$ cat config.mk
export PLATFORM = sky130hd
export DESIGN_NAME = spcs_page_stack
export DESIGN_NICKNAME = d
export VERILOG_FILES = /design/src/spcs_pkg.sv /design/src/spcs_rst_sync.sv /design/src/spcs_sfr_port.sv /design/src/spcs_page_stack.sv
export SDC_FILE = /design/constraint.sdc
export NUM_CORES = 1
export LEC_CHECK = 0
export BUFFER_PORTS_ARGS = -buffer_cell sky130_fd_sc_hd__buf_2
export CORE_AREA = 2 2 85 87
export CTS_CLUSTER_DIAMETER = 50
export DETAILED_ROUTE_END_ITERATION = 10
export DIE_AREA = 0 0 87 89
export HOLD_SLACK_MARGIN = 0.15
export SETUP_SLACK_MARGIN = 0.05
export SYNTH_ARGS = -nofsm -noshare
export SYNTH_HDL_FRONTEND = slang
export SYNTH_SLANG_ARGS = --single-unit
$ cat constraint.sdc
create_clock -name core_clk -period 1.4 [get_ports core_clk]
set_input_delay 0.07 -clock core_clk [delete_from_list [all_inputs] [get_ports core_clk]]
set_output_delay 0.07 -clock core_clk [all_outputs]
set_load 0.05 [all_outputs]
$ cat src/spcs_pkg.sv
/*
  Constants for the special-function-register page context stack:
  register addresses, reset values, the control field position and
  the shared address decode function.
  Assumes an 8-bit special-function-register address and data bus.
*/
package spcs_pkg;

  // ----------------------------------------------------------------
  // register addresses
  // ----------------------------------------------------------------
  localparam logic [7:0] ADDR_PAGE_SELECT = 8'h84;
  localparam logic [7:0] ADDR_STACK_SECOND = 8'h85;
  localparam logic [7:0] ADDR_STACK_THIRD = 8'h86;
  localparam logic [7:0] ADDR_PAGING_CTRL = 8'h96;
  // the control register is the only one tied to a single page
  localparam logic [7:0] PAGE_PAGING_CTRL = 8'h0f;

  // ----------------------------------------------------------------
  // reset values and fields
  // ----------------------------------------------------------------
  localparam logic [7:0] RST_PAGE_SELECT = 8'h00;
  localparam logic [7:0] RST_STACK_SECOND = 8'h00;
  localparam logic [7:0] RST_STACK_THIRD = 8'h00;
  localparam logic RST_AUTO_PAGING = 1'b1;
  localparam int unsigned BIT_AUTO_PAGING = 0;
  // bits 7..1 of the control register are reserved and read as zero
  localparam logic [6:0] CTRL_RSVD_READ = 7'h00;
  localparam logic [7:0] DATA_ZERO = 8'h00;

  typedef logic [7:0] spcs_byte_t;

  // ----------------------------------------------------------------
  // address decode, shared by write and read paths
  // ----------------------------------------------------------------
  function automatic logic spcs_hit(input logic [7:0] addr, input logic [7:0] page,
                                    input logic [7:0] reg_addr, input logic all_pages,
                                    input logic [7:0] reg_page);
    return (addr == reg_addr) && (all_pages || (page == reg_page));
  endfunction

endpackage

$ cat src/spcs_rst_sync.sv
/*
  Reset release synchroniser for the page context stack.
  Assumes rst_n is asynchronous and active low; assertion is
  immediate, release is taken through two core_clk flip-flops.
*/
`timescale 1ns/1ps
module spcs_rst_sync (
  // clock and raw reset
  input wire logic core_clk,
  input wire logic rst_n,
  // synchronised reset
  output logic rst_sync_n
);

  logic meta_r;
  logic meta_nxt;
  logic sync_nxt;

  // ----------------------------------------------------------------
  // release path
  // ----------------------------------------------------------------
  // next values: a one marches in; the first stage feeds only the second
  always_comb begin
    meta_nxt = 1'b1;
    sync_nxt = meta_r;
  end

  // not gated by the clock enable, so reset always releases
  always_ff @(posedge core_clk or negedge rst_n) begin
    if (!rst_n) begin
      meta_r <= 1'b0;
      rst_sync_n <= 1'b0;
    end else begin
      meta_r <= meta_nxt;
      rst_sync_n <= sync_nxt;
    end
  end

endmodule

$ cat src/spcs_sfr_port.sv
/*
  Register-bus port of the page context stack: decodes writes to the
  three stack bytes and the paging control register, and returns read
  data one cycle after a read strobe.
  Assumes bus strobes come from logic on core_clk, one cycle each.
*/
`timescale 1ns/1ps
module spcs_sfr_port (
  // clock, reset, enable
  input wire logic core_clk,
  input wire logic rst_sync_n,
  input wire logic clk_en,
  // register bus
  input wire logic [7:0] sfr_addr,
  input wire logic sfr_wr,
  input wire logic sfr_rd,
  // current register contents
  input wire logic [7:0] page_select,
  input wire logic [7:0] stack_second,
  input wire logic [7:0] stack_third,
  input wire logic auto_paging_enable,
  // decoded write strobes
  output logic wr_page,
  output logic wr_second,
  output logic wr_third,
  output logic wr_ctrl,
  // read answer
  output logic [7:0] sfr_rdata,
  output logic sfr_rdata_valid
);

  logic hit_page;
  logic hit_second;
  logic hit_third;
  logic hit_ctrl;
  logic [7:0] rdata_nxt;
  logic rvalid_nxt;

  // ----------------------------------------------------------------
  // decode
  // ----------------------------------------------------------------
  // stack bytes answer on every page, control only on its own page
  always_comb begin
    hit_page = spcs_pkg::spcs_hit(sfr_addr, page_select, spcs_pkg::ADDR_PAGE_SELECT,
                                  1'b1, spcs_pkg::PAGE_PAGING_CTRL);
    hit_second = spcs_pkg::spcs_hit(sfr_addr, page_select, spcs_pkg::ADDR_STACK_SECOND,
                                    1'b1, spcs_pkg::PAGE_PAGING_CTRL);
    hit_third = spcs_pkg::spcs_hit(sfr_addr, page_select, spcs_pkg::ADDR_STACK_THIRD,
                                   1'b1, spcs_pkg::PAGE_PAGING_CTRL);
    hit_ctrl = spcs_pkg::spcs_hit(sfr_addr, page_select, spcs_pkg::ADDR_PAGING_CTRL,
                                  1'b0, spcs_pkg::PAGE_PAGING_CTRL);
    wr_page = sfr_wr && hit_page;
    wr_second = sfr_wr && hit_second;
    wr_third = sfr_wr && hit_third;
    wr_ctrl = sfr_wr && hit_ctrl;
  end

  // ----------------------------------------------------------------
  // read path
  // ----------------------------------------------------------------
  // reads have no side effect; unmapped addresses leave valid low
  always_comb begin
    rdata_nxt = spcs_pkg::DATA_ZERO;
    rvalid_nxt = 1'b0;
    if (sfr_rd) begin
      rvalid_nxt = hit_page || hit_second || hit_third || hit_ctrl;
      if (hit_page) begin
        rdata_nxt = page_select;
      end else if (hit_second) begin
        rdata_nxt = stack_second;
      end else if (hit_third) begin
        rdata_nxt = stack_third;
      end else if (hit_ctrl) begin
        rdata_nxt = {spcs_pkg::CTRL_RSVD_READ, auto_paging_enable};
      end
    end
  end

  always_ff @(posedge core_clk or negedge rst_sync_n) begin
    if (!rst_sync_n) begin
      sfr_rdata <= spcs_pkg::DATA_ZERO;
      sfr_rdata_valid <= 1'b0;
    end else if (clk_en) begin
      sfr_rdata <= rdata_nxt;
      sfr_rdata_valid <= rvalid_nxt;
    end
  end

endmodule

$ cat src/spcs_page_stack.sv
/*
  Three-entry special-function-register page context stack. The top
  entry is the live page select; interrupt entry pushes, interrupt
  return pops, and software reaches every entry over the register bus.
  Assumes the interrupt sequencer and bus run on core_clk and give
  one-cycle strobes; rst_n may arrive asynchronously.
*/
// Notes on behaviour
// - page context lives in three entries: page select, second, third.
// - software access to second or third entry changes only that entry.
// - only interrupt entry pushes and only interrupt return pops.
// - writing the second entry sets the page restored on next return.
// - reading the second entry gives the page restored on next return.
// - writing the third entry sets what the second holds after next return.
// - reading the third entry gives the bottom entry with no side effect.
// - second entry answers at 0x85 on every page.
// - third entry answers at 0x86 on every page.
// - push: second to third, page to second, interrupt page to page.
// - pop: second to page select, third to second.
// - auto paging off stops page switching and stack motion; resets on.
// - page select at 0x84 on all pages, resets zero, writes never shift.
`timescale 1ns/1ps
module spcs_page_stack (
  // clock, reset, enable
  input wire logic core_clk,
  input wire logic rst_n,
  input wire logic clk_en,
  // interrupt sequencer
  input wire logic irq_vector,
  input wire logic [7:0] irq_page,
  input wire logic irq_return,
  // register bus
  input wire logic [7:0] sfr_addr,
  input wire logic sfr_wr,
  input wire logic [7:0] sfr_wdata,
  input wire logic sfr_rd,
  output logic [7:0] sfr_rdata,
  output logic sfr_rdata_valid,
  // live state
  output logic [7:0] page_select,
  output logic auto_paging_enable
);

  // ----------------------------------------------------------------
  // declarations
  // ----------------------------------------------------------------
  logic rst_sync_n;
  logic wr_page;
  logic wr_second;
  logic wr_third;
  logic wr_ctrl;
  logic push_go;
  logic pop_go;
  spcs_pkg::spcs_byte_t page_r;
  spcs_pkg::spcs_byte_t page_nxt;
  spcs_pkg::spcs_byte_t second_r;
  spcs_pkg::spcs_byte_t second_nxt;
  spcs_pkg::spcs_byte_t third_r;
  spcs_pkg::spcs_byte_t third_nxt;
  logic auto_en_r;
  logic auto_en_nxt;

  // ----------------------------------------------------------------
  // reset release and register port
  // ----------------------------------------------------------------
  spcs_rst_sync u_rst_sync (
    .core_clk(core_clk),
    .rst_n(rst_n),
    .rst_sync_n(rst_sync_n)
  );

  spcs_sfr_port u_sfr_port (
    .core_clk(core_clk),
    .rst_sync_n(rst_sync_n),
    .clk_en(clk_en),
    .sfr_addr(sfr_addr),
    .sfr_wr(sfr_wr),
    .sfr_rd(sfr_rd),
    .page_select(page_r),
    .stack_second(second_r),
    .stack_third(third_r),
    .auto_paging_enable(auto_en_r),
    .wr_page(wr_page),
    .wr_second(wr_second),
    .wr_third(wr_third),
    .wr_ctrl(wr_ctrl),
    .sfr_rdata(sfr_rdata),
    .sfr_rdata_valid(sfr_rdata_valid)
  );

  // ----------------------------------------------------------------
  // stack motion
  // ----------------------------------------------------------------
  // a push and a return together: the push wins and the return is lost,
  // since the sequencer is not expected to issue both at once
  always_comb begin
    push_go = auto_en_r && irq_vector;
    pop_go = auto_en_r && irq_return && !irq_vector;
  end

  // next values; hardware shifts are tested first so they win over
  // a stack-entry write landing in the same cycle; a control write still lands
  always_comb begin
    page_nxt = page_r;
    second_nxt = second_r;
    third_nxt = third_r;
    auto_en_nxt = auto_en_r;
    if (push_go) begin
      third_nxt = second_r;
      second_nxt = page_r;
      page_nxt = irq_page;
    end else if (pop_go) begin
      page_nxt = second_r;
      second_nxt = third_r;
    end else begin
      // software writes touch only their own entry
      if (wr_page) begin
        page_nxt = sfr_wdata;
      end
      if (wr_second) begin
        second_nxt = sfr_wdata;
      end
      if (wr_third) begin
        third_nxt = sfr_wdata;
      end
    end
    if (wr_ctrl) begin
      auto_en_nxt = sfr_wdata[spcs_pkg::BIT_AUTO_PAGING];
    end
  end

  // frozen entirely while clk_en is low
  always_ff @(posedge core_clk or negedge rst_sync_n) begin
    if (!rst_sync_n) begin
      page_r <= spcs_pkg::RST_PAGE_SELECT;
      second_r <= spcs_pkg::RST_STACK_SECOND;
      third_r <= spcs_pkg::RST_STACK_THIRD;
      auto_en_r <= spcs_pkg::RST_AUTO_PAGING;
    end else if (clk_en) begin
      page_r <= page_nxt;
      second_r <= second_nxt;
      third_r <= third_nxt;
      auto_en_r <= auto_en_nxt;
    end
  end

  // outputs come straight from the flip-flops
  assign page_select = page_r;
  assign auto_paging_enable = auto_en_r;
endmodule

==> impl_results.md, run 1 <==
- Status: finished with violations
- Failing checks: negative setup slack
- First-pass GRT wire length: 10.17 mm
- Die Wd: 87 um
- Syn nets: 247
- Largest stage delay, worst path: about 0.49 ns
- I/O pin count: 49
- CTS tree: done
- Max-slew violation count: 0
- Yosys Warn Count: 0
- Largest family of logic cells by synthesized area: compound AO/OA/AOI/OAI gates
- Worst skew pair latency: 0.29 ns
- Int Power: 1.750 mW
- Nets: 348
- Pre-Repair DR Iteration Count: 4
- Period minus WS final: 1.733 ns
- Most used cell, CP: buf_4
- Setup TNS Final: -5.528 ns
- Slowest library cell on the worst path: dfstp_4
- Logic pwr share: between 10% and 20%
- CP Cell Sequence: buf_4, and3b_2, buf_4, a221o_1, mux2_2
- Unique masters post-synth: 39
- Placeable Area: 6719 um2
- Total Wirelength: a little over 6 mm
- Leak: 1.495 nW
- Worst R2R Path Depth: 5
- Most common cell after layout, fill and taps aside: buf_2
- Drc violations: 0
- Unrepaired setup endpoints after global routing: yes
- Row cnt: 30
- Multi-input gate area: 1115 um2
- Multiplexer share of the synthesized area: 5.619%
- DRT iter0 DRCs: about 110
- Post-layout util: 45.70%
- Filler cells: 638
- Simple-gate portion of the synthesized area: 20.33%
- Synth Area in Adders: 0%
- Clock Tree Buf Depth: 2
- DP HPWL: between 4 and 5 mm
- Inserted Clock Buffers: 5
- WL/cell: ~16 um
- Initial antenna violation count: 0
- Yosys reg bits: 36
- Reg2reg start: auto_paging_enable$_DFFE_PN1P_
- CP Class: reg2reg
- Vias in the first global route: around 2000
- Post-synthesis compound-gate area fraction: 22.16%
- MaxCap Viol Count: 0
- Clock-pin slew on the worst setup and hold paths: roughly 0.08 ns
- CP Max Fanout: 6
- Area growth syn-to-layout: 54.92%
- Main synth FF type: dfrtp_1
- H-tree Lvls: 2
- Clock power share: 39.6%
- Worst Clk Skew: 0.009317 ns
- Maximum clock rate: 0.5770 GHz
- Sequential fraction of the synthesis area: 45.52%
- Fin. Hold Viols: 0
- Area of the mapped netlist: 1982 um2
- Number of synthesized flops with an enable pin: 0
- Most frequent cells in the layout: 47 x buf_2, 38 x buf_4, 35 x dfrtp_1
- # setup viols final: 24
- Critical Path RT: around 1.6 ns
- Grt total ovfl: 0
- Asr flop ratio synth: 100.0%
- Largest net degree at the start of global routing: 35
- Hold_sp: irq_page[3]
- Clock Tree Root: clkbuf_8
- Switch share: between 20% and 30%
- Synth Area in XOR/XNOR: 0%
- Hold/Removal Path Class: in2reg
- Gr usage total: 17.13%
- Input/output buffers: between 40 and 50
- Fin worst setup slack: -0.3332 ns
- Crit start category: flip-flop
- Critical Path AT: 1.91 ns
- Antenna cells: 0
- Die Area: 7743 um2
- Seq pwr share: 46.8%
- Synth Area per Inst: 9.175 um2
- DIE HEIGHT: 89 um
- Worst Hold Endpoint: page_select[3]$_DFFE_PN0P_
- Sw Pwr: 0.5777 mW
- DP Worst Slack: -0.4906 ns
- Final period util: 123.8%
- Clock sinks: 36
- Cells on Worst Hold Path: 3
- RD Place Congestion: 0.8282
- Via count: ~2000
- Pwr per Cell Area: ~760 nW/um2
- Layout cells sized above 1: between 40% and 50%
- Max VDD drop: 0.3640 mV
- Cell count after synthesis: 216
- Flop2flop setup slack: -0.33 ns
- Starting Density: 29.50%
- DR vias/cell: ~5
- Worst R2R End: page_select[6]$_DFFE_PN0P_
- FF/Latch Area: 905.9 um2
- Routed Antenna Nets: 0
- Crit path capture type: flip-flop
[cell families (layout without fill, tap and decap cells)]
kind of cell / after synthesis / after routing
flip-flops: 36 / 36
AO/OA/AOI/OAI: 59 / 59
AND/OR/NAND/NOR: 80 / 80
buffers and inverters: 30 / 132
multiplexers: 10 / 10
other: 1 / 1
[synthesized netlist by cell type (all sizes together) (3+ instances only)]
cell type   n  area, um2
a21oi       5      25.02
a221o       8      80.08
a221oi      8      70.07
a31oi       8      50.05
and3        8      50.05
buf         3      21.27
clkbuf     11      41.29
dfrtp      35      875.8
inv        16      60.06
mux2        9      101.4
nand2      29      108.9
nand2b      5      31.28
nand3       6      30.03
nor2       14      52.55
nor2b       4      25.02
o21ai      17      96.35
o221ai      3      26.28
o22ai       5      31.28
[metal layers]
layer,GRT usage [%],part of all wire [%],vias up
met1,23.36,45,923
met4,4.545,1.0,0
met2,27.90,48,61
li1,-,-,984
met5,0,0,-
met3,3.416,5.8,6
[critical path, delay by kind of cell (launching register included)]
kind                   cells  cell delay (ns)
muxes                      1             0.27
DFF                        1             0.49
AOI/OAI and AO/OA          1             0.31
and+or+nand+nor            1             0.23
buffers and inverters      2             0.33
[sequential cells by signal (all words and copies together), names as in the netlist]
| name | cells |
|---|---|
| auto_paging_enable | 1 |
| u_rst_sync.rst_sync_n | 1 |
| page_select | 8 |
| u_rst_sync.meta_r | 1 |
| u_sfr_port.sfr_rdata | 8 |
| u_sfr_port.sfr_rdata_valid | 1 |
| third_r | 8 |
| second_r | 8 |
[area by class of cell]
type                       count  area share (%)
clock buffer                   6           2.363
tap                           80           3.260
sequential                    36           29.50
clock inverter                 2           1.141
multi-input combinational    150           36.31
inverter                      16           1.956
timing repair buffer         108           25.47
[power groups by stage]
stage                     Combinational, mW  Sequential (mW)  Clock (mW)
after floorplan                       0.104             1.14           0
after global placement                0.270             1.11           0
after detailed placement              0.273             1.11           0
after CTS                             0.314             1.09       0.932
after global routing                  0.351             1.09       0.989
final                                 0.317             1.09       0.921
[per-stage QoR]
stage / std cells / power [mW] / hold WS, ns / cell area [um2]
floorplan: 216 / 1.249 / -0.2256 / 2096
detailed placement: 372 / 1.381 / -0.1416 / 2641
CTS: 397 / 2.333 / 0.1574 / 3019
finish: 398 / 2.327 / 0.1573 / 3070
global placement: 372 / 1.376 / -0.1446 / 2641
global route: 398 / 2.432 / 0.1563 / 3070
[what timing repair did]
action,in CTS,in global routing
pin swaps,16,8
gates resized for setup,25,11
hold endpoints to repair,14,0
hold buffers,12,0
setup buffers,5,2
setup endpoints to repair,28,35
[how the worst max path moves through the flow]
stage | from | cells past startpoint | end
final | auto_paging_enable$_DFFE_PN1P_ | 5 | page_select[6]$_DFFE_PN0P_
after CTS | auto_paging_enable$_DFFE_PN1P_ | 5 | page_select[5]$_DFFE_PN0P_
after global routing | auto_paging_enable$_DFFE_PN1P_ | 5 | page_select[4]$_DFFE_PN0P_
after floorplan | sfr_addr[5] | 6 | page_select[0]$_DFFE_PN0P_
after global placement | sfr_addr[4] | 6 | page_select[2]$_DFFE_PN0P_
after detailed placement | sfr_addr[4] | 6 | page_select[1]$_DFFE_PN0P_
(Power assumes the default switching activity.)
==> run 2: changes to the inputs <==
Settings changed: CORE_AREA 2 2 85 87 to 2 2 79 81, DIE_AREA 0 0 87 89 to 0 0 81 83, MAX_ROUTING_LAYER set to met4, RECOVER_POWER set to 50.
==> run 2 against run 1 <==
  * The flow still finishes with violations (negative setup slack)
  * First-iteration DRC count decreased by 2.8%
  * Global-route usage is 2.7 points higher
  * Non-clock buffer count grew 5
  * Count of clock-buffer cells in the layout unchanged
  * Combinational power rose by 4%
  * Critical path type unchanged
  * Critical endpoint is now page_select[5]$_DFFE_PN0P_
  * Largest cell class unchanged
  * Highest routed layer unchanged
==> impl_results.md, run 2 (same netlist as run 1, synthesis figures left out) <==
- Crit path capture type: flip-flop
- Drc violations: 0
- Placed Area: 2665 um2
- Antenna cells: 0
- Failing checks: negative setup slack
- Die Area: slightly below 7000 um2
- Most common cell after layout, fill and taps aside: buf_2
- Unrepaired setup endpoints after global routing: yes
- Inserted Clock Buffers: 5
- DP HPWL: 4.267 mm
- Status: finished with violations
- Clock Tree Buf Depth: 2
- Total Wirelength: 6.215 mm
- Clock sinks: 36
- Gr usage total: about a fifth
- MaxCap Viol Count: 0
- Hold/Removal Path Class: in2reg
- CP Class: reg2reg
- Max VDD drop: 0.4098 mV
- Fin area: between 3000 and 4000 um2
- Clock-pin slew on the worst setup and hold paths: 0.08 ns
- Worst Clk Skew: ~0.0080 ns
- Final period util: 123.9%
- Max-slew violation count: 0
- Worst skew pair latency: 0.30 ns
- Most frequent cells in the layout: 47 x buf_2, 35 x dfrtp_1, 33 x buf_4
- Critical Path AT: about 1.9 ns
- First-pass GRT wire length: 9.929 mm
- Actual slew at the worst max-slew pin: between 0.8 and 0.9 ns
- Fin. Hold Viols: 0
- Input/output buffers: 48
- Leak: 1.540 nW
- CTS tree: done
- Initial antenna violation count: 0
- Nets: approximately 350
- Fin worst setup slack: -0.3346 ns
- H-tree Lvls: 2
- Clock Tree Root: clkbuf_8
- Pwr per Cell Area: 701.7 nW/um2
- Post-layout util: ~55%
- Worst R2R Path Depth: 5
- RD Place Congestion: 0.8394
- CP Max Fanout: 6
- Critical Path RT: 1.59 ns
- Vias in the first global route: ~2000
- Via count: 2059
- # setup viols final: 24
- Row cnt: 28
- Crit start category: flip-flop
- Area growth syn-to-layout: 60.35%
- Maximum clock rate: a little under 0.6 GHz
- I/O pin count: 49
- Routed Antenna Nets: 0
- Max_slew headroom: 40.63%
- Pre-Repair DR Iteration Count: 4
- DIE HEIGHT: 83 um
- Placeable Area: roughly 5800 um2
- Largest net degree at the start of global routing: 35
- WL/cell: 15.62 um
- Layout cells sized above 1: 44.89%
- Cells on Worst Hold Path: 3
- Grt total ovfl: 0
- DR vias/cell: 5.173
- Period minus WS final: 1.735 ns
- Starting Density: between 30% and 40%
- DRT iter0 DRCs: 106
- Die Wd: roughly 81 um
==> run 2: cell count changes in the layout (fill, tap and decap cells not counted), moves of 2 or more <==
cell | before | now
mux2_2 | 6 | 4
buf_4 | 38 | 33
mux2_4 | 3 | 5
buf_8 | 0 | 2
nor2_1 | 11 | 14
buf_6 | 9 | 11
nor2_2 | 3 | 0
buf_12 | 2 | 5
==> run 2: metal layers <==
layer  vias to the layer above  part of all wire (%)  global-route usage (%)
met1                       996                    44                   25.41
met5                         -                     0                       -
met3                         9                   4.0                   2.935
met4                         0                   1.9                   6.780
met2                        52                    50                   31.86
li1                       1002                     -                       -
==> run 2: through the flow <==
step / worst slack, ns / power (mW) / hold WS, ns / std cells / TNS [ns]
after floorplan: -0.5099 / 1.249 / -0.2256 / 216 / -7.895
after global placement: -0.4640 / 1.382 / -0.1452 / 366 / -9.999
after detailed placement: -0.4989 / 1.387 / -0.1441 / 366 / -10.44
after CTS: -0.3063 / 2.234 / 0.1510 / 393 / -5.655
after global routing: -0.3595 / 2.326 / 0.1603 / 398 / -6.476
final: -0.3346 / 2.230 / 0.1488 / 398 / -5.408
==> run 2: layout make-up <==
class                      count  area, um2
clock buffer                   6      82.58
clock inverter                 2      13.76
fill                         533       2638
inverter                      16      60.06
multi-input combinational    150       1125
sequential                    36      905.9
tap                           75      93.84
timing repair buffer         113      897.1
==> run 2: worst max-delay path, stage by stage, from the launching register on <==
cell,delay (ns)
dfstp_4,0.49
buf_6,0.13
and3b_2,0.26
buf_12,0.16
a221o_1,0.33
mux2_4,0.26
==> run 2: what timing repair did <==
action	4_1_cts	5_1_grt
gates resized for setup	28	15
setup endpoints to repair	28	28
gates cloned	1	0
endpoints found under the hold margin	13	0
buffers inserted	5	5
hold buffers	13	0
pin swaps	8	10
==> run 2: final timing paths <==
check                                                   to  slack (ns)                       startpoint
min reg2reg                u_rst_sync.rst_sync_n$_DFF_PN0_        0.36      u_rst_sync.meta_r$_DFF_PN0_
max in group asynchronous       page_select[3]$_DFFE_PN0P_        0.41  u_rst_sync.rst_sync_n$_DFF_PN0_
max                             page_select[5]$_DFFE_PN0P_       -0.33   auto_paging_enable$_DFFE_PN1P_
max reg2reg                     page_select[5]$_DFFE_PN0P_       -0.33   auto_paging_enable$_DFFE_PN1P_
min                             page_select[1]$_DFFE_PN0P_        0.15                      irq_page[1]
min in group asynchronous           third_r[4]$_DFFE_PN0P_        0.44  u_rst_sync.rst_sync_n$_DFF_PN0_
==> run 2: where the power goes <==
group	switching, mW	internal, mW	leakage (nW)
sequential	0.0233	1.07	0.493
combinational	0.166	0.163	0.996
clock	0.409	0.403	0.0516
==> run 3: changes to the inputs <==
Clock period 1.4 ns to 1.5 ns, I/O delays scaled along.
==> run 3 against run 2 <==
  * Non-clock buffer count shrank 8
  * Register-to-register slack improved by 0.11 ns
  * Design area shrank 3.6%
  * The flow still finishes with violations (negative setup slack)
  * Clock skew is 0.0021 ns lower
  * Sequential share of layout area up 1.1 points
  * Sequential cell count stayed put
  * First-iteration DRC count grew 10%
==> impl_results.md, run 3 (same netlist as run 1, synthesis figures left out) <==
- Failing checks: negative setup slack
- Grt total ovfl: 0
- Area growth syn-to-layout: 54.61%
- CTS tree: done
- DIE HEIGHT: 83 um
- Gr usage total: about a fifth
- Fin. Hold Viols: 0
- Antenna cells: 0
- Vias in the first global route: 1913
- Worst R2R Path Depth: 5
- DP HPWL: 4.251 mm
- Clock sinks: 36
- DR vias/cell: ~5.1
- Setup TNS Final: -2.563 ns
- Initial antenna violation count: 0
- Final period util: 115.0%
- Clock Tree Buf Depth: 2
- Max VDD drop: 0.3184 mV
- DRT iter0 DRCs: 117
- Starting Density: 34.08%
- Routed Antenna Nets: 0
- Most common cell after layout, fill and taps aside: buf_2
- Pre-Repair DR Iteration Count: 4
- WL/cell: 15.03 um
- Critical Path AT: around 1.9 ns
- Row cnt: 28
- Largest net degree at the start of global routing: 35
- Worst Hold Endpoint: page_select[5]$_DFFE_PN0P_
- Status: finished with violations
- Die Area: 6723 um2
- Via count: ~2000
- CP Cell Sequence: buf_6, and3b_2, buf_12, a221o_1, mux2_4
- Clock Tree Root: clkbuf_8
- Crit start category: flip-flop
- Cells on Worst Hold Path: 3
- Leak: 1.487 nW
- MaxCap Viol Count: 0
- Worst skew pair latency: 0.29 ns
- Hold_sp: irq_page[5]
- # setup viols final: 23
- Worst Clk Skew: 0.005869 ns
- Layout cells sized above 1: 44.13%
- Max-slew violation count: 0
- Worst R2R End: page_select[2]$_DFFE_PN0P_
- Total Wirelength: 5.860 mm
- First-pass GRT wire length: 9.473 mm
- Filler cells: 563
- Nets: 345
- H-tree Lvls: 2
- Actual slew at the worst max-slew pin: 0.8513 ns
- RD Place Congestion: around 0.81
- Hold/Removal Path Class: in2reg
- Pwr per Cell Area: 674.7 nW/um2
- Crit path capture type: flip-flop
- Critical Path RT: roughly 1.7 ns
- Flop2flop setup slack: -0.22 ns
- Input/output buffers: 48
- Slowest library cell on the worst path: dfstp_4
- CP Class: reg2reg
- Largest stage delay, worst path: 0.50 ns
- Reg2reg start: auto_paging_enable$_DFFE_PN1P_
- Period minus WS final: 1.724 ns
- Drc violations: 0
- Placeable Area: 5816 um2
- Die Wd: 81 um
- Unrepaired setup endpoints after global routing: yes
- Fin worst setup slack: -0.2245 ns
- CP Max Fanout: 8
- Max_slew headroom: 43.25%
- I/O pin count: 49
- Inserted Clock Buffers: 5
- Clock-pin slew on the worst setup and hold paths: 0.08 ns
- Maximum clock rate: 0.5799 GHz
- DP Worst Slack: -0.3987 ns
- Most frequent cells in the layout: 48 x buf_2, 35 x dfrtp_1, 29 x buf_4
[run 3: cell type report]
class                      count  area, um2  area share, %
clock inverter                 2      13.76         0.4492
tap                           75      93.84          3.062
inverter                      16      60.06          1.960
timing repair buffer         105      787.0          25.68
sequential                    36      905.9          29.56
clock buffer                   6      82.58          2.695
multi-input combinational    150       1121          36.59
[run 3: stage by stage]
stage | utilization [%] | cells | cell area (um2) | power, mW | hold slack, ns
2_1_floorplan | - | 216 | 2096 | 1.166 | -0.2206
3_3_place_gp | 45.74 | 367 | 2660 | 1.290 | -0.1400
3_5_place_dp | 45.74 | 367 | 2660 | 1.293 | -0.1386
4_1_cts | 51.51 | 390 | 2995 | 2.081 | 0.1601
5_1_grt | 52.69 | 390 | 3064 | 2.161 | 0.1590
6_report | 52.69 | 390 | 3064 | 2.067 | 0.1623
[run 3: worst max path at each step]
stage	from	endpoint	slack [ns]	cells after the start
floorplan	sfr_addr[5]	page_select[0]$_DFFE_PN0P_	-0.41	6
global placement	sfr_addr[5]	page_select[6]$_DFFE_PN0P_	-0.37	6
detailed placement	sfr_addr[5]	page_select[2]$_DFFE_PN0P_	-0.40	6
CTS	auto_paging_enable$_DFFE_PN1P_	page_select[2]$_DFFE_PN0P_	-0.22	5
global route	auto_paging_enable$_DFFE_PN1P_	page_select[2]$_DFFE_PN0P_	-0.27	5
finish	auto_paging_enable$_DFFE_PN1P_	page_select[2]$_DFFE_PN0P_	-0.22	5
[run 3: routing by layer]
metal  wire (um)  up-vias  GRT usage [%]
met2        2873       47          31.71
li1            -      980              -
met3         216        7          3.370
met4          85        0          5.547
met5           0        -              -
met1        2684      970          23.06
[run 3: repair_timing]
action / 4_1_cts / 5_1_grt
hold buffers: 12 / 0
resized for setup: 23 / 15
pin swaps: 13 / 5
buffers inserted: 3 / 0
endpoints found under the hold margin: 12 / 0
setup endpoints to repair: 27 / 27
[run 3: critical path, delay by kind of cell, from the launching register on]
family,cells,cell delay (ns)
AOI/OAI and AO/OA,1,0.34
and+or+nand+nor,1,0.24
muxes,1,0.26
DFF,1,0.50
buffers and inverters,2,0.27
[run 3: where the power goes]
part	internal (mW)	total (mW)	switching (mW)
clock network	0.376	0.745	0.370
logic	0.153	0.305	0.152
registers	0.995	1.02	0.0220
